[config.mk]
export PLATFORM = sky130hd
export DESIGN_NAME = stcr_master
export DESIGN_NICKNAME = d
export VERILOG_FILES = /design/src/design/stcr_pkg.sv /design/src/design/stcr_phase_timer.sv /design/src/design/stcr_master.sv
export VERILOG_INCLUDE_DIRS = /design/src /design/src/design
export SDC_FILE = /design/constraint.sdc
export NUM_CORES = 1
export LEC_CHECK = 0
export ABC_CLOCK_PERIOD_IN_PS = 2300
export BUFFER_PORTS_ARGS = -buffer_cell sky130_fd_sc_hd__buf_2
export CORE_MARGIN = 3
export CORE_UTILIZATION = 60
export CTS_CLUSTER_DIAMETER = 200
export DETAILED_ROUTE_END_ITERATION = 16
export PLACE_DENSITY_LB_ADDON = 0.2
export SYNTH_ARGS = -nofsm -noshare
export SYNTH_HDL_FRONTEND = slang
export SYNTH_SLANG_ARGS = --single-unit
export TNS_END_PERCENT = 100
[constraint.sdc]
create_clock -name clk -period 2.3 [get_ports clk]
set_input_delay 0.345 -clock clk [delete_from_list [all_inputs] [get_ports clk]]
set_output_delay 0.345 -clock clk [all_outputs]
set_load 0.02 [all_outputs]
[src/design/stcr_cfg.svh]
// Purpose: Timing counts and fixed bus values for the tone code bus master
// Assumes: 50 MHz system clock
// Notes:   Counts round up so that every phase meets its least time
`ifndef STCR_CFG_SVH
`define STCR_CFG_SVH

// ==================================================================
// Clock and phase times
`define STCR_CLK_NS       20
`define STCR_CYC(ns)      (((ns) + `STCR_CLK_NS - 1) / `STCR_CLK_NS)
`define STCR_STD_LOW_NS   4700
`define STCR_STD_HIGH_NS  4000
`define STCR_SLOW_LOW_NS  130000
`define STCR_SLOW_HIGH_NS 390000
`define STCR_STD_LOW_CYC  `STCR_CYC(`STCR_STD_LOW_NS)
`define STCR_STD_HIGH_CYC `STCR_CYC(`STCR_STD_HIGH_NS)
`define STCR_SLOW_LOW_CYC `STCR_CYC(`STCR_SLOW_LOW_NS)
`define STCR_SLOW_HI_CYC  `STCR_CYC(`STCR_SLOW_HIGH_NS)

// ==================================================================
// Bus bytes and field values
`define STCR_START_BYTE   8'h01
`define STCR_RW_WRITE     1'h0
`define STCR_ADDR_HIGH    6'h24
`define STCR_ACK_BIT      4'h8
`define STCR_IDX_START    2'h0
`define STCR_IDX_ADDR     2'h1
`define STCR_IDX_DATA     2'h2

`endif

[src/design/stcr_pkg.sv]
// Purpose: Types of the tone code bus master
// Assumes: Nothing beyond the header of constants
// Notes:   Reset values are applied in the modules
package stcr_pkg;

	// ==================================================================
	// Bus phase of the master
	typedef enum logic [3:0] {
		ST_IDLE   = 4'h0, // Bus idle, ready for a command
		ST_START  = 4'h1, // SDA low, SCL high: start hold
		ST_BLOW   = 4'h2, // Bit clock low, data placed
		ST_BHIGH  = 4'h3, // Bit clock high, data stable
		ST_RSLOW  = 4'h4, // Clock low before repeated start
		ST_RSHIGH = 4'h5, // Repeated start setup
		ST_PLOW   = 4'h6, // Clock low, SDA pulled before stop
		ST_PHIGH  = 4'h7, // Stop setup
		ST_FREE   = 4'h8  // Bus free time after stop
	} stcr_state_type;

	// ==================================================================
	// Whole state of the master
	typedef struct packed {
		stcr_state_type st;       // Bus phase
		logic [3:0]     bit_cnt;  // Bit within byte, 8 is ack
		logic [1:0]     byte_idx; // Start byte, address or data
		logic [7:0]     shreg;    // Outgoing byte, MSB first
		logic [5:0]     code;     // Tone code of the command
		logic           slow;     // Low speed timing chosen
		logic           strap;    // Target address LSB
		logic           scl_oe_n; // Low while SCL is pulled
		logic           sda_oe_n; // Low while SDA is pulled
		logic           pin_lvl;  // Level driven on the pins
		logic           ld;       // Phase timer load pulse
		logic [15:0]    len;      // Phase length in cycles
		logic           rdy;      // Ready for a command
		logic           busy;     // Transfer under way
		logic           done;     // Transfer finished pulse
		logic           nack;     // Target did not acknowledge
		logic           scl_m;    // SCL first sync stage
		logic           scl_s;    // SCL synchronised
		logic           sda_m;    // SDA first sync stage
		logic           sda_s;    // SDA synchronised
	} stcr_main_type;

	// ==================================================================
	// Whole state of the phase timer
	typedef struct packed {
		logic [15:0] cnt;  // Cycles left in phase
		logic        tick; // Phase end pulse
	} stcr_timer_type;

endpackage : stcr_pkg

[src/design/stcr_phase_timer.sv]
// Purpose: Phase timer giving a one-cycle enable at the end of each bus phase
// Assumes: len is at least 1 when load is pulsed
// Notes:   tick comes len+1 cycles after the load pulse
module stcr_phase_timer
(
	// Clock and reset
	input  wire logic        clk,
	input  wire logic        resetn,
	// Phase control
	input  wire logic        load,
	input  wire logic [15:0] len,
	// Phase end
	output logic             tick
);

	// ==================================================================
	// State
	stcr_pkg::stcr_timer_type t_ff;  // Registered state
	stcr_pkg::stcr_timer_type nxt_t; // Next state

	// Count down after a load, pulse at the last cycle
	always_comb
	begin
		nxt_t = t_ff;
		nxt_t.tick = !load && (t_ff.cnt == 16'h0001);
		if (load)
		begin
			nxt_t.cnt = len;
		end
		else if (t_ff.cnt != 16'h0000)
		begin
			nxt_t.cnt = t_ff.cnt - 16'h0001;
		end
	end

	// Register the state
	always_ff @(posedge clk or negedge resetn)
	begin
		if (!resetn)
		begin
			t_ff <= '0;
		end
		else
		begin
			t_ff <= nxt_t;
		end
	end

	assign tick = t_ff.tick;

endmodule : stcr_phase_timer

[src/design/stcr_master.sv]
// Purpose: Bus master that sends one tone code to the serial tone receiver
// Assumes: Open-drain SCL and SDA with external pull-ups, no clock stretching
// Notes:   Each command is start, address, code byte, stop, with no code byte after a refused address; slow mode adds a start byte
`include "stcr_cfg.svh"
module stcr_master
#(
	parameter logic [15:0] SLOW_LOW_CYC  = 16'(`STCR_SLOW_LOW_CYC),
	parameter logic [15:0] SLOW_HIGH_CYC = 16'(`STCR_SLOW_HI_CYC),
	parameter logic [5:0]  ADDR_HIGH     = `STCR_ADDR_HIGH
)
(
	// Clock and reset
	input  wire logic       clk,
	input  wire logic       resetn,
	// Command side
	input  wire logic       cmd_valid,
	input  wire logic [5:0] cmd_code,
	input  wire logic       cmd_slow,
	input  wire logic       address_strap_pin,
	output logic            cmd_ready,
	output logic            busy,
	output logic            done,
	output logic            nack,
	// Bus pins
	input  wire logic       scl_in,
	output logic            scl_out,
	output logic            scl_oe_n,
	input  wire logic       sda_in,
	output logic            sda_out,
	output logic            sda_oe_n
);

	// ==================================================================
	// State and phase lengths
	localparam logic [15:0] STD_LOW_CYC  = 16'(`STCR_STD_LOW_CYC);
	localparam logic [15:0] STD_HIGH_CYC = 16'(`STCR_STD_HIGH_CYC);
	stcr_pkg::stcr_main_type s;     // Registered state
	stcr_pkg::stcr_main_type nxt_s; // Next state
	logic                    tick;  // Phase end enable
	logic [15:0]             lo_len; // Low phase length of the mode
	logic [15:0]             hi_len; // High phase length of the mode

	// Slow mode stretches both phases 1:3, the target needs no setting
	assign lo_len = s.slow ? SLOW_LOW_CYC : STD_LOW_CYC;
	assign hi_len = s.slow ? SLOW_HIGH_CYC : STD_HIGH_CYC;

	// ==================================================================
	// Phase timer
	stcr_phase_timer u_timer
	(
		.clk    (clk),
		.resetn (resetn),
		.load   (s.ld),
		.len    (s.len),
		.tick   (tick)
	);

	// ==================================================================
	// Next state
	always_comb
	begin
		nxt_s = s;
		nxt_s.ld = 1'b0;
		nxt_s.done = 1'b0;
		// Pin synchronisers
		nxt_s.scl_m = scl_in;
		nxt_s.scl_s = s.scl_m;
		nxt_s.sda_m = sda_in;
		nxt_s.sda_s = s.sda_m;
		unique case (s.st)
			stcr_pkg::ST_IDLE:
			begin
				// Accept only on an idle bus
				if (cmd_valid && s.rdy)
				begin
					nxt_s.code = cmd_code;
					nxt_s.slow = cmd_slow;
					nxt_s.strap = address_strap_pin;
					nxt_s.busy = 1'b1;
					nxt_s.nack = 1'b0;
					nxt_s.bit_cnt = 4'h0;
					nxt_s.st = stcr_pkg::ST_START;
					// Slow mode leads with the start byte
					if (cmd_slow)
					begin
						nxt_s.byte_idx = `STCR_IDX_START;
						nxt_s.shreg = `STCR_START_BYTE;
					end
					else
					begin
						nxt_s.byte_idx = `STCR_IDX_ADDR;
						nxt_s.shreg = {ADDR_HIGH, address_strap_pin, `STCR_RW_WRITE};
					end
				end
			end
			stcr_pkg::ST_START:
			begin
				// Start held for a clock high time
				if (tick && !s.ld) nxt_s.st = stcr_pkg::ST_BLOW;
			end
			stcr_pkg::ST_BLOW:
			begin
				if (tick && !s.ld) nxt_s.st = stcr_pkg::ST_BHIGH;
			end
			stcr_pkg::ST_BHIGH:
			begin
				if (tick && !s.ld)
				begin
					if (s.bit_cnt != `STCR_ACK_BIT)
					begin
						// Next data bit
						nxt_s.bit_cnt = s.bit_cnt + 4'h1;
						nxt_s.shreg = {s.shreg[6:0], 1'b0};
						nxt_s.st = stcr_pkg::ST_BLOW;
					end
					else if (s.byte_idx == `STCR_IDX_START)
					begin
						// Start byte ack is a dummy, then repeated start
						nxt_s.byte_idx = `STCR_IDX_ADDR;
						nxt_s.bit_cnt = 4'h0;
						nxt_s.shreg = {ADDR_HIGH, s.strap, `STCR_RW_WRITE};
						nxt_s.st = stcr_pkg::ST_RSLOW;
					end
					else if (s.byte_idx == `STCR_IDX_ADDR && !s.sda_s)
					begin
						// Address taken, send the code with top bits clear
						nxt_s.byte_idx = `STCR_IDX_DATA;
						nxt_s.bit_cnt = 4'h0;
						nxt_s.shreg = {2'h0, s.code};
						nxt_s.st = stcr_pkg::ST_BLOW;
					end
					else
					begin
						// Last byte or refused address: stop, never inside a byte
						nxt_s.nack = s.sda_s;
						nxt_s.st = stcr_pkg::ST_PLOW;
					end
				end
			end
			stcr_pkg::ST_RSLOW:
			begin
				if (tick && !s.ld) nxt_s.st = stcr_pkg::ST_RSHIGH;
			end
			stcr_pkg::ST_RSHIGH:
			begin
				if (tick && !s.ld) nxt_s.st = stcr_pkg::ST_START;
			end
			stcr_pkg::ST_PLOW:
			begin
				if (tick && !s.ld) nxt_s.st = stcr_pkg::ST_PHIGH;
			end
			stcr_pkg::ST_PHIGH:
			begin
				if (tick && !s.ld) nxt_s.st = stcr_pkg::ST_FREE;
			end
			stcr_pkg::ST_FREE:
			begin
				// Bus free time done, report
				if (tick && !s.ld)
				begin
					nxt_s.st = stcr_pkg::ST_IDLE;
					nxt_s.busy = 1'b0;
					nxt_s.done = 1'b1;
				end
			end
			default:
			begin
				nxt_s.st = stcr_pkg::ST_IDLE;
			end
		endcase
		// Start the timer on every phase change; setup, stop and free use low time
		if (nxt_s.st != s.st)
		begin
			nxt_s.ld = 1'b1;
			nxt_s.len = (nxt_s.st == stcr_pkg::ST_START || nxt_s.st == stcr_pkg::ST_BHIGH)
				? (nxt_s.slow ? SLOW_HIGH_CYC : STD_HIGH_CYC)
				: (nxt_s.slow ? SLOW_LOW_CYC : STD_LOW_CYC);
		end
		// SCL pulled only in low phases
		nxt_s.scl_oe_n = !(nxt_s.st == stcr_pkg::ST_BLOW || nxt_s.st == stcr_pkg::ST_RSLOW
			|| nxt_s.st == stcr_pkg::ST_PLOW);
		// SDA per phase; it changes only while SCL is low or as start and stop
		case (nxt_s.st)
			stcr_pkg::ST_BLOW:
			begin
				// SDA waits a cycle after SCL falls, so no edge reads as start or stop
				if (s.st != stcr_pkg::ST_BLOW)
				begin
					nxt_s.sda_oe_n = s.sda_oe_n;
				end
				else
				begin
					// Release for ack, else MSB of the byte
					nxt_s.sda_oe_n = (nxt_s.bit_cnt == `STCR_ACK_BIT) ? 1'b1 : nxt_s.shreg[7];
				end
			end
			stcr_pkg::ST_BHIGH: nxt_s.sda_oe_n = s.sda_oe_n;
			stcr_pkg::ST_START: nxt_s.sda_oe_n = 1'b0;
			stcr_pkg::ST_PLOW:
			begin
				// Pull SDA for the stop a cycle after SCL falls
				nxt_s.sda_oe_n = (s.st == stcr_pkg::ST_PLOW) ? 1'b0 : s.sda_oe_n;
			end
			stcr_pkg::ST_PHIGH: nxt_s.sda_oe_n = 1'b0;
			default:            nxt_s.sda_oe_n = 1'b1;
		endcase
		nxt_s.rdy = (nxt_s.st == stcr_pkg::ST_IDLE) && s.scl_s && s.sda_s;
	end

	// Register the state
	always_ff @(posedge clk or negedge resetn)
	begin
		if (!resetn)
		begin
			s <= '0;
			s.scl_oe_n <= 1'b1;
			s.sda_oe_n <= 1'b1;
		end
		else
		begin
			s <= nxt_s;
		end
	end

	// ==================================================================
	// Outputs
	assign cmd_ready = s.rdy;
	assign busy      = s.busy;
	assign done      = s.done;
	assign nack      = s.nack;
	assign scl_out   = s.pin_lvl;
	assign scl_oe_n  = s.scl_oe_n;
	assign sda_out   = s.pin_lvl;
	assign sda_oe_n  = s.sda_oe_n;

	// ==================================================================
	// Phase run counters for checks
	logic [15:0] lo_run; // Cycles SCL pulled
	logic [15:0] hi_run; // Cycles SCL released

	// Count consecutive cycles at each SCL level
	always_ff @(posedge clk or negedge resetn)
	begin
		if (!resetn)
		begin
			lo_run <= 16'h0000;
			hi_run <= 16'h0000;
		end
		else if (!s.scl_oe_n)
		begin
			lo_run <= (lo_run == 16'hFFFF) ? lo_run : lo_run + 16'h0001;
			hi_run <= 16'h0000;
		end
		else
		begin
			hi_run <= (hi_run == 16'hFFFF) ? hi_run : hi_run + 16'h0001;
			lo_run <= 16'h0000;
		end
	end

	// ==================================================================
	// Assertions
	property p_idle_start;
		@(posedge clk) disable iff (!resetn)
		$rose(s.busy) |-> $past(s.scl_s) && $past(s.sda_s);
	endproperty
	a_idle_start: assert property (p_idle_start) else $error("start on busy bus");

	property p_sda_stable;
		@(posedge clk) disable iff (!resetn)
		(s.st == stcr_pkg::ST_BHIGH) && ($past(s.st) == stcr_pkg::ST_BHIGH) |-> $stable(s.sda_oe_n);
	endproperty
	a_sda_stable: assert property (p_sda_stable) else $error("SDA moved with SCL high");

	property p_sda_hold;
		@(posedge clk) disable iff (!resetn)
		$fell(s.scl_oe_n) |-> $stable(s.sda_oe_n);
	endproperty
	a_sda_hold: assert property (p_sda_hold) else $error("SDA moved as SCL fell");

	property p_start_edge;
		@(posedge clk) disable iff (!resetn)
		$rose(s.st == stcr_pkg::ST_START) |-> $past(s.sda_oe_n) && !s.sda_oe_n && s.scl_oe_n;
	endproperty
	a_start_edge: assert property (p_start_edge) else $error("bad start condition");

	property p_stop_edge;
		@(posedge clk) disable iff (!resetn)
		$rose(s.st == stcr_pkg::ST_FREE) |-> !$past(s.sda_oe_n) && s.sda_oe_n && $past(s.scl_oe_n);
	endproperty
	a_stop_edge: assert property (p_stop_edge) else $error("bad stop condition");

	property p_ack_release;
		@(posedge clk) disable iff (!resetn)
		(s.st == stcr_pkg::ST_BHIGH) && (s.bit_cnt == `STCR_ACK_BIT) |-> s.sda_oe_n;
	endproperty
	a_ack_release: assert property (p_ack_release) else $error("SDA held in ack");

	property p_low_time;
		@(posedge clk) disable iff (!resetn)
		$rose(s.scl_oe_n) |-> lo_run >= lo_len;
	endproperty
	a_low_time: assert property (p_low_time) else $error("SCL low too short");

	property p_high_time;
		@(posedge clk) disable iff (!resetn)
		$fell(s.scl_oe_n) |-> hi_run >= hi_len;
	endproperty
	a_high_time: assert property (p_high_time) else $error("SCL high too short");

	property p_code_byte;
		@(posedge clk) disable iff (!resetn)
		$rose(s.byte_idx == `STCR_IDX_DATA) |-> s.shreg == {2'h0, s.code};
	endproperty
	a_code_byte: assert property (p_code_byte) else $error("code byte malformed");

	property p_nack_stop;
		@(posedge clk) disable iff (!resetn)
		(s.st == stcr_pkg::ST_BHIGH) && (s.bit_cnt == `STCR_ACK_BIT) && tick && !s.ld
			&& (s.byte_idx == `STCR_IDX_ADDR) && s.sda_s
			|=> (s.st == stcr_pkg::ST_PLOW) && s.nack;
	endproperty
	a_nack_stop: assert property (p_nack_stop) else $error("refused address not stopped");

	c_std_done: cover property (@(posedge clk) disable iff (!resetn) s.done && !s.nack && !s.slow);
	c_slow_done: cover property (@(posedge clk) disable iff (!resetn) s.done && !s.nack && s.slow);
	c_nack: cover property (@(posedge clk) disable iff (!resetn) s.done && s.nack);
	c_rstart: cover property (@(posedge clk) disable iff (!resetn) s.st == stcr_pkg::ST_RSHIGH);

endmodule : stcr_master

# --- Yosys cells after proc, flatten, opt, wreduce, memory -nomap -nowiden ---
# Cells that the tools add are included.
totals:
  reg_bits: 70
  out_inout_bits: 8
op_classes:
  n_addsub: 2
  n_eq_ne: 30
  mux: 39
  bitwise: 1
  n_reduce_logical: 26
ops:
  columns: ["op", "count"]
  rows:
  - ["$mux W18", 2]
  - ["$pmux W4 S9", 1]
  - ["$mux W16", 2]
  - ["$mux W15", 2]
  - ["$eq A4 B3 Y1 const B", 7]
  - ["$mux W4", 7]
  - ["$pmux W14 S2", 1]
  - ["$mux W26", 1]
  - ["$mux W17", 1]
  - ["$eq A16 B1 Y1 const B", 1]
  - ["$eq A4 B2 Y1 const B", 4]
  - ["$mux W8", 2]
  - ["$reduce_bool A16 Y1", 1]
  - ["$sub A16 B1 Y16 const B", 1]
  - ["$mux W14", 1]
  - ["$ne A2 B2 Y1 const B", 7]
  - ["$mux W13", 1]
  - ["$mux W1", 10]
  - ["$mux W9", 1]
  - ["$eq A4 B1 Y1 const B", 2]
  - ["$eq A4 B4 Y1 const B", 2]
  - ["$logic_not A4 Y1", 2]
  - ["$ne A4 B4 Y1 const B", 2]
  - ["$logic_and A1 B1 Y1", 6]
  - ["other kinds (21)", 31]

# --- Depth between registers and ports, before layout ---
logic_depth:
  word_depth: 11
  ltp_mapped: 9
  depth_no_buf: 8

# --- Hierarchy ---
# From an unflattened synthesis, not the netlist that was laid out.
hier_totals:
  cells_unflattened: 337
  hier_area_um2: 3305.7
modules_own_cells:
  columns: ["mod", "instances", "cells_per_inst", "area_each_um2"]
  rows:
  - ["stcr_master", 1, 227, 2199.6]
  - ["stcr_phase_timer", 1, 110, 1106.1]

# --- Worst setup path before layout ---
# OpenSTA, ideal clock, no wires.
synth_timing:
  kind: "reg2reg"
  startpoint: "register s[53] (netlist bit)"
  endpoint: "register, netlist name sda_oe_n"
  arrival_time_ns: 1.855
  required_time_ns: 2.239
  slack_ns: 0.384
  stages_incl_launch_ff: 8
  n_path_buf: 1
  synth_period_minus_slack_ns: 1.916
  cell_sequence: "dfrtp_1 -> buf_6 -> nor4b_4 -> o211ai_1 -> a2111oi_2 -> a221oi_2 -> o41ai_2 -> a31o_1"
synth_via:
  elab_chain_cells: 6
synth_lines:
  columns: ["item", "line_no", "text"]
  rows:
  - ["start: declaration", "stcr_master.sv:37", "stcr_pkg::stcr_main_type s;"]
  - ["start signal: assignment", "stcr_master.sv:221", "s <= nxt_s;"]
  - ["$eq A4 B2 Y1 or $logic_not A4 Y1 (tied branches)", "stcr_master.sv:70", "unique case (s.st)"]
  - ["$pmux W14 S2", "stcr_master.sv:70", null]
  - ["$eq A4 B4 Y1 (no source line)", null, null]
  - ["$mux W1", "stcr_master.sv:194", "nxt_s.sda_oe_n = (nxt_s.bit_cnt == `STCR_ACK_BIT) ? 1'b1 : nxt_s.shreg[7];"]
  - ["$mux W1", "stcr_master.sv:187", "if (s.st != stcr_pkg::ST_BLOW)"]
  - ["$pmux W1 S4", "stcr_master.sv:183", "case (nxt_s.st)"]
# Parallel ways exist; a longest one is shown, timed or not. The select of a mux whose other input is x is not followed.
# A chain may end at the register's enable or synchronous reset.

# --- Worst setup path after layout ---
layout_timing:
  startpoint: "register s[52] (netlist bit)"
  endpoint: "register, netlist name sda_oe_n"
layout_via:
  elab_chain_cells: 6
layout_lines:
  columns: ["item", "line_no"]
  rows:
  - ["$eq A4 B2 Y1 or $logic_not A4 Y1 (tied branches)", "stcr_master.sv:70"]
  - ["$pmux W14 S2", "stcr_master.sv:70"]
  - ["$eq A4 B4 Y1 (no source line)", null]
  - ["$mux W1", "stcr_master.sv:194"]
  - ["$mux W1", "stcr_master.sv:187"]
  - ["$pmux W1 S4", "stcr_master.sv:183"]
# Parallel ways exist; a longest one is shown, timed or not. The select of a mux whose other input is x is not followed.

==> run summary <==
Die Ht = 79.1 um
Worst-path fanout max = 12
Setup repair bufs after CTS = 0
Clock-pin slew on the worst setup and hold paths = 0.07 ns
FMAX = 468 MHz
Clk pwr share = 0.236
Sequential share of power = 0.482
Share of cells above drive strength 1 = 0.206
Worst r2r src = s[52]
DRC viols = 0
Clock Path Buffers = 2
Core area = 4940 um2
P_int = 2.47 mW
Async set or reset register ratio after synthesis = 1.00
Worst setup SP type = flip-flop
Pwr dens = 1070 nW/um2
Worst path cell trace = or2_1 > nor3_4 > a21oi_2 > a211oi_1 > o41ai_2 > a31o_1
Largest area contributor in the netlist = dfrtp_1
Final Setup Violations = 0
Fin. Hold Viols = 0
Leak = 1.54 nW
CTS tree = built
CP startpoint = s[52]
Final HPWL DP = 4.67 mm
Sequential area share after synthesis = 0.485
GR Layer Usage met1 = 0.345
Ranking of synthesized cells by area = dfrtp_1 47%, nand2_1 5.2%, xnor2_1 3.3%
Setup TNS Final = 0 ns
Area of the multi-input gates = 1450 um2
Nets = 362
Fin area = 3550 um2
I/O pins = 21
ANT nets after route = 0
Cts repair resizes = 0
TritonCTS Buffers = 9
CTS H-tree depth = 3
FP Rows = 25
Die Wd = 79.1 um
Gpl congestion = 0.929
Placed Cells incl. Taps = 401
IO Port Bufs = 18
Combinational share of power = 0.282
Status = complete, no violations
Global-route met2 utilization = 0.349
CTS root buf = clkbuf_8
Critical Path RT = 2.57 ns
Syn avg cell area = 10.1 um2
Drt pass-1 iters = 4
Syn-to-layout area delta = 10.8%
Max Slew Vio Count = 0
Worst slack, placed = 0.135 ns
FF/Latch Area = 1550 um2
Fin cells = 417
Vias/cell = 5.96
Reg2Reg Setup Slack = 0.16 ns
Routed wire length = 6.69 mm
Synth Instances = 316
Crit path max-delay cell type = dfrtp_1
Reg-to-Reg End = sda_oe_n
First-pass GRT wire length = 11.5 mm
Placed Area = 3360 um2
Filler Cell Count = 373
Sw Share = 0.348
Number of synthesis warnings = 0
Number of synthesized register bits = 62
Post-synth EDFFs = 0
Max VDD drop = 0.545 mV
Final Cycle Share = 0.928
Via count = 2,484
Layout Skew = 0.00723 ns
Vias in the first global route = 2,381
Reg2reg path depth = 6
Largest net degree at the start of global routing = 63
Initial DRC Count = 191
Share of the synthesized area in the top cell type = 0.468
Number of antenna violations at the first check in global routing = 0
Top FF cell, synth = dfrtp_1
Reported max-cap violation count = 0
Congestion Overflow GR = 0
Synth top cells by count = 60 x dfrtp_1, 44 x nand2_1, 19 x o21ai_0
Final worst setup slack = 0.165 ns
Total GRT Usage = 0.237
CP max stage delay = 0.51 ns
Initial Utilization = 0.649
Dominant cell by count in the synthesized netlist = dfrtp_1
Most Crowded Layer GR = met2
Synthesized cell area = 3210 um2
Die Area = 6260 um2
Sink Count = 62
Worst min path class = in -> async
Synth unique cells = 69
# diodes = 0
Critical path arrival = 2.40 ns
Cts hold-fix bufs = 0
Skew-Pair Late Insertion Delay = 0.34 ns
Crit Path Category = reg -> reg
Crit path time final = 2.14 ns
Wire length per cell = 16.0 um
Grt met3 use = 0.0420
Critical Path Sink Type = flip-flop
Switching power = 1.32 mW
[worst max-delay path by stage]
stage	endpoint	slack [ns]
detailed placement	u_timer.t_ff[8]	0.13
CTS	u_timer.t_ff[8]	0.09
floorplan	sda_oe_n	0.38
finish	sda_oe_n	0.16
global route	u_timer.t_ff[8]	-0.01
global placement	sda_oe_n	0.18
[logic make-up (layout without fill, tap and decap cells)]
family,count (synthesis),after routing,synth area share
xor gates and xnor gates,14,14,0.0383
AOI/OAI and AO/OA,80,80,0.184
adders and majority gates,4,4,0.0156
other,1,2,0.00117
buffers and inverters,33,66,0.0648
and+or+nand+nor,115,115,0.189
DFF,62,62,0.485
muxes,7,7,0.0222
[metal layers]
metal | wire (um) | up-vias
met3 | 283 | 12
met5 | 0 | -
met4 | 129 | 0
met1 | 3150 | 1230
li1 | - | 1180
met2 | 3130 | 62
[metrics by stage]
| step | hold slack, ns | util | power, mW |
|---|---|---|---|
| global placement | 0.333 | 0.680 | 2.82 |
| finish | 0.000702 | 0.719 | 3.79 |
| detailed placement | 0.337 | 0.680 | 2.88 |
| floorplan | 0.0494 | - | 2.59 |
| CTS | 0.0105 | 0.718 | 3.79 |
| global route | 0.0172 | 0.719 | 4.06 |
[cell type report]
cell class	count	share of cell area
clock buffers	13	0.0476
clock inverters	3	0.00493
inverters	18	0.0190
multi-input cells	222	0.409
flip-flops and latches	62	0.437
well taps	67	0.0236
repair buffers	32	0.0585
[registers in the layout, indices dropped and copies added (netlist names)]
name / count
nxt_s: 2
u_timer.t_ff: 16
done: 1
sda_oe_n: 1
scl_oe_n: 1
u_timer.tick: 1
nack: 1
cmd_ready: 1
busy: 1
s: 37
[critical path: cells and delay by family, from the launching register on]
kind / cells / cell delay (ns)
DFF: 1 / 0.51
AOI/OAI and AO/OA: 4 / 0.81
and+or+nand+nor: 2 / 0.73
[power groups by stage]
stage                     sequential [mW]  clock, mW  combinational (mW)
after detailed placement             1.83          0                1.06
after floorplan                      1.73          0               0.856
after CTS                            1.81      0.908                1.07
final                                1.83      0.893                1.07
after global routing                 1.87      0.964                1.23
after global placement               1.81          0                1.01
[cell usage in the layout (no fill, tap or decap), types with 2 or more instances in the layout]
| cell type | Yosys | final |
|---|---|---|
| nand2b_1 | 3 | 3 |
| clkbuf_8 | 4 | 12 |
| o31ai_1 | 8 | 7 |
| clkinv_2 | 0 | 2 |
| o21a_1 | 3 | 3 |
| o221ai_1 | 2 | 2 |
| dfstp_2 | 2 | 2 |
| a21oi_1 | 10 | 10 |
| a31oi_1 | 2 | 2 |
| nand4_1 | 2 | 2 |
| buf_2 | 2 | 18 |
| inv_1 | 18 | 18 |
| buf_4 | 3 | 13 |
| xnor2_1 | 12 | 12 |
| ha_1 | 4 | 4 |
| conb_1 | 1 | 2 |
| a22o_1 | 2 | 2 |
| nor4_1 | 3 | 3 |
| and2_1 | 2 | 2 |
| o21ai_0 | 19 | 19 |
| nor3_2 | 2 | 2 |
| o211ai_1 | 4 | 4 |
| xor2_1 | 2 | 2 |
| nand3_1 | 6 | 6 |
| a211oi_1 | 5 | 5 |
| and3_1 | 2 | 2 |
| dfrtp_1 | 60 | 60 |
| nand3b_1 | 3 | 3 |
| a22oi_1 | 4 | 4 |
| nor3_1 | 12 | 12 |
| or3_1 | 2 | 2 |
| nor2_1 | 18 | 18 |
| nor2b_1 | 3 | 3 |
| o22ai_1 | 2 | 2 |
| a32o_1 | 2 | 2 |
| nand2_1 | 44 | 44 |
| mux2i_1 | 6 | 6 |
(Power assumes the default switching activity.)
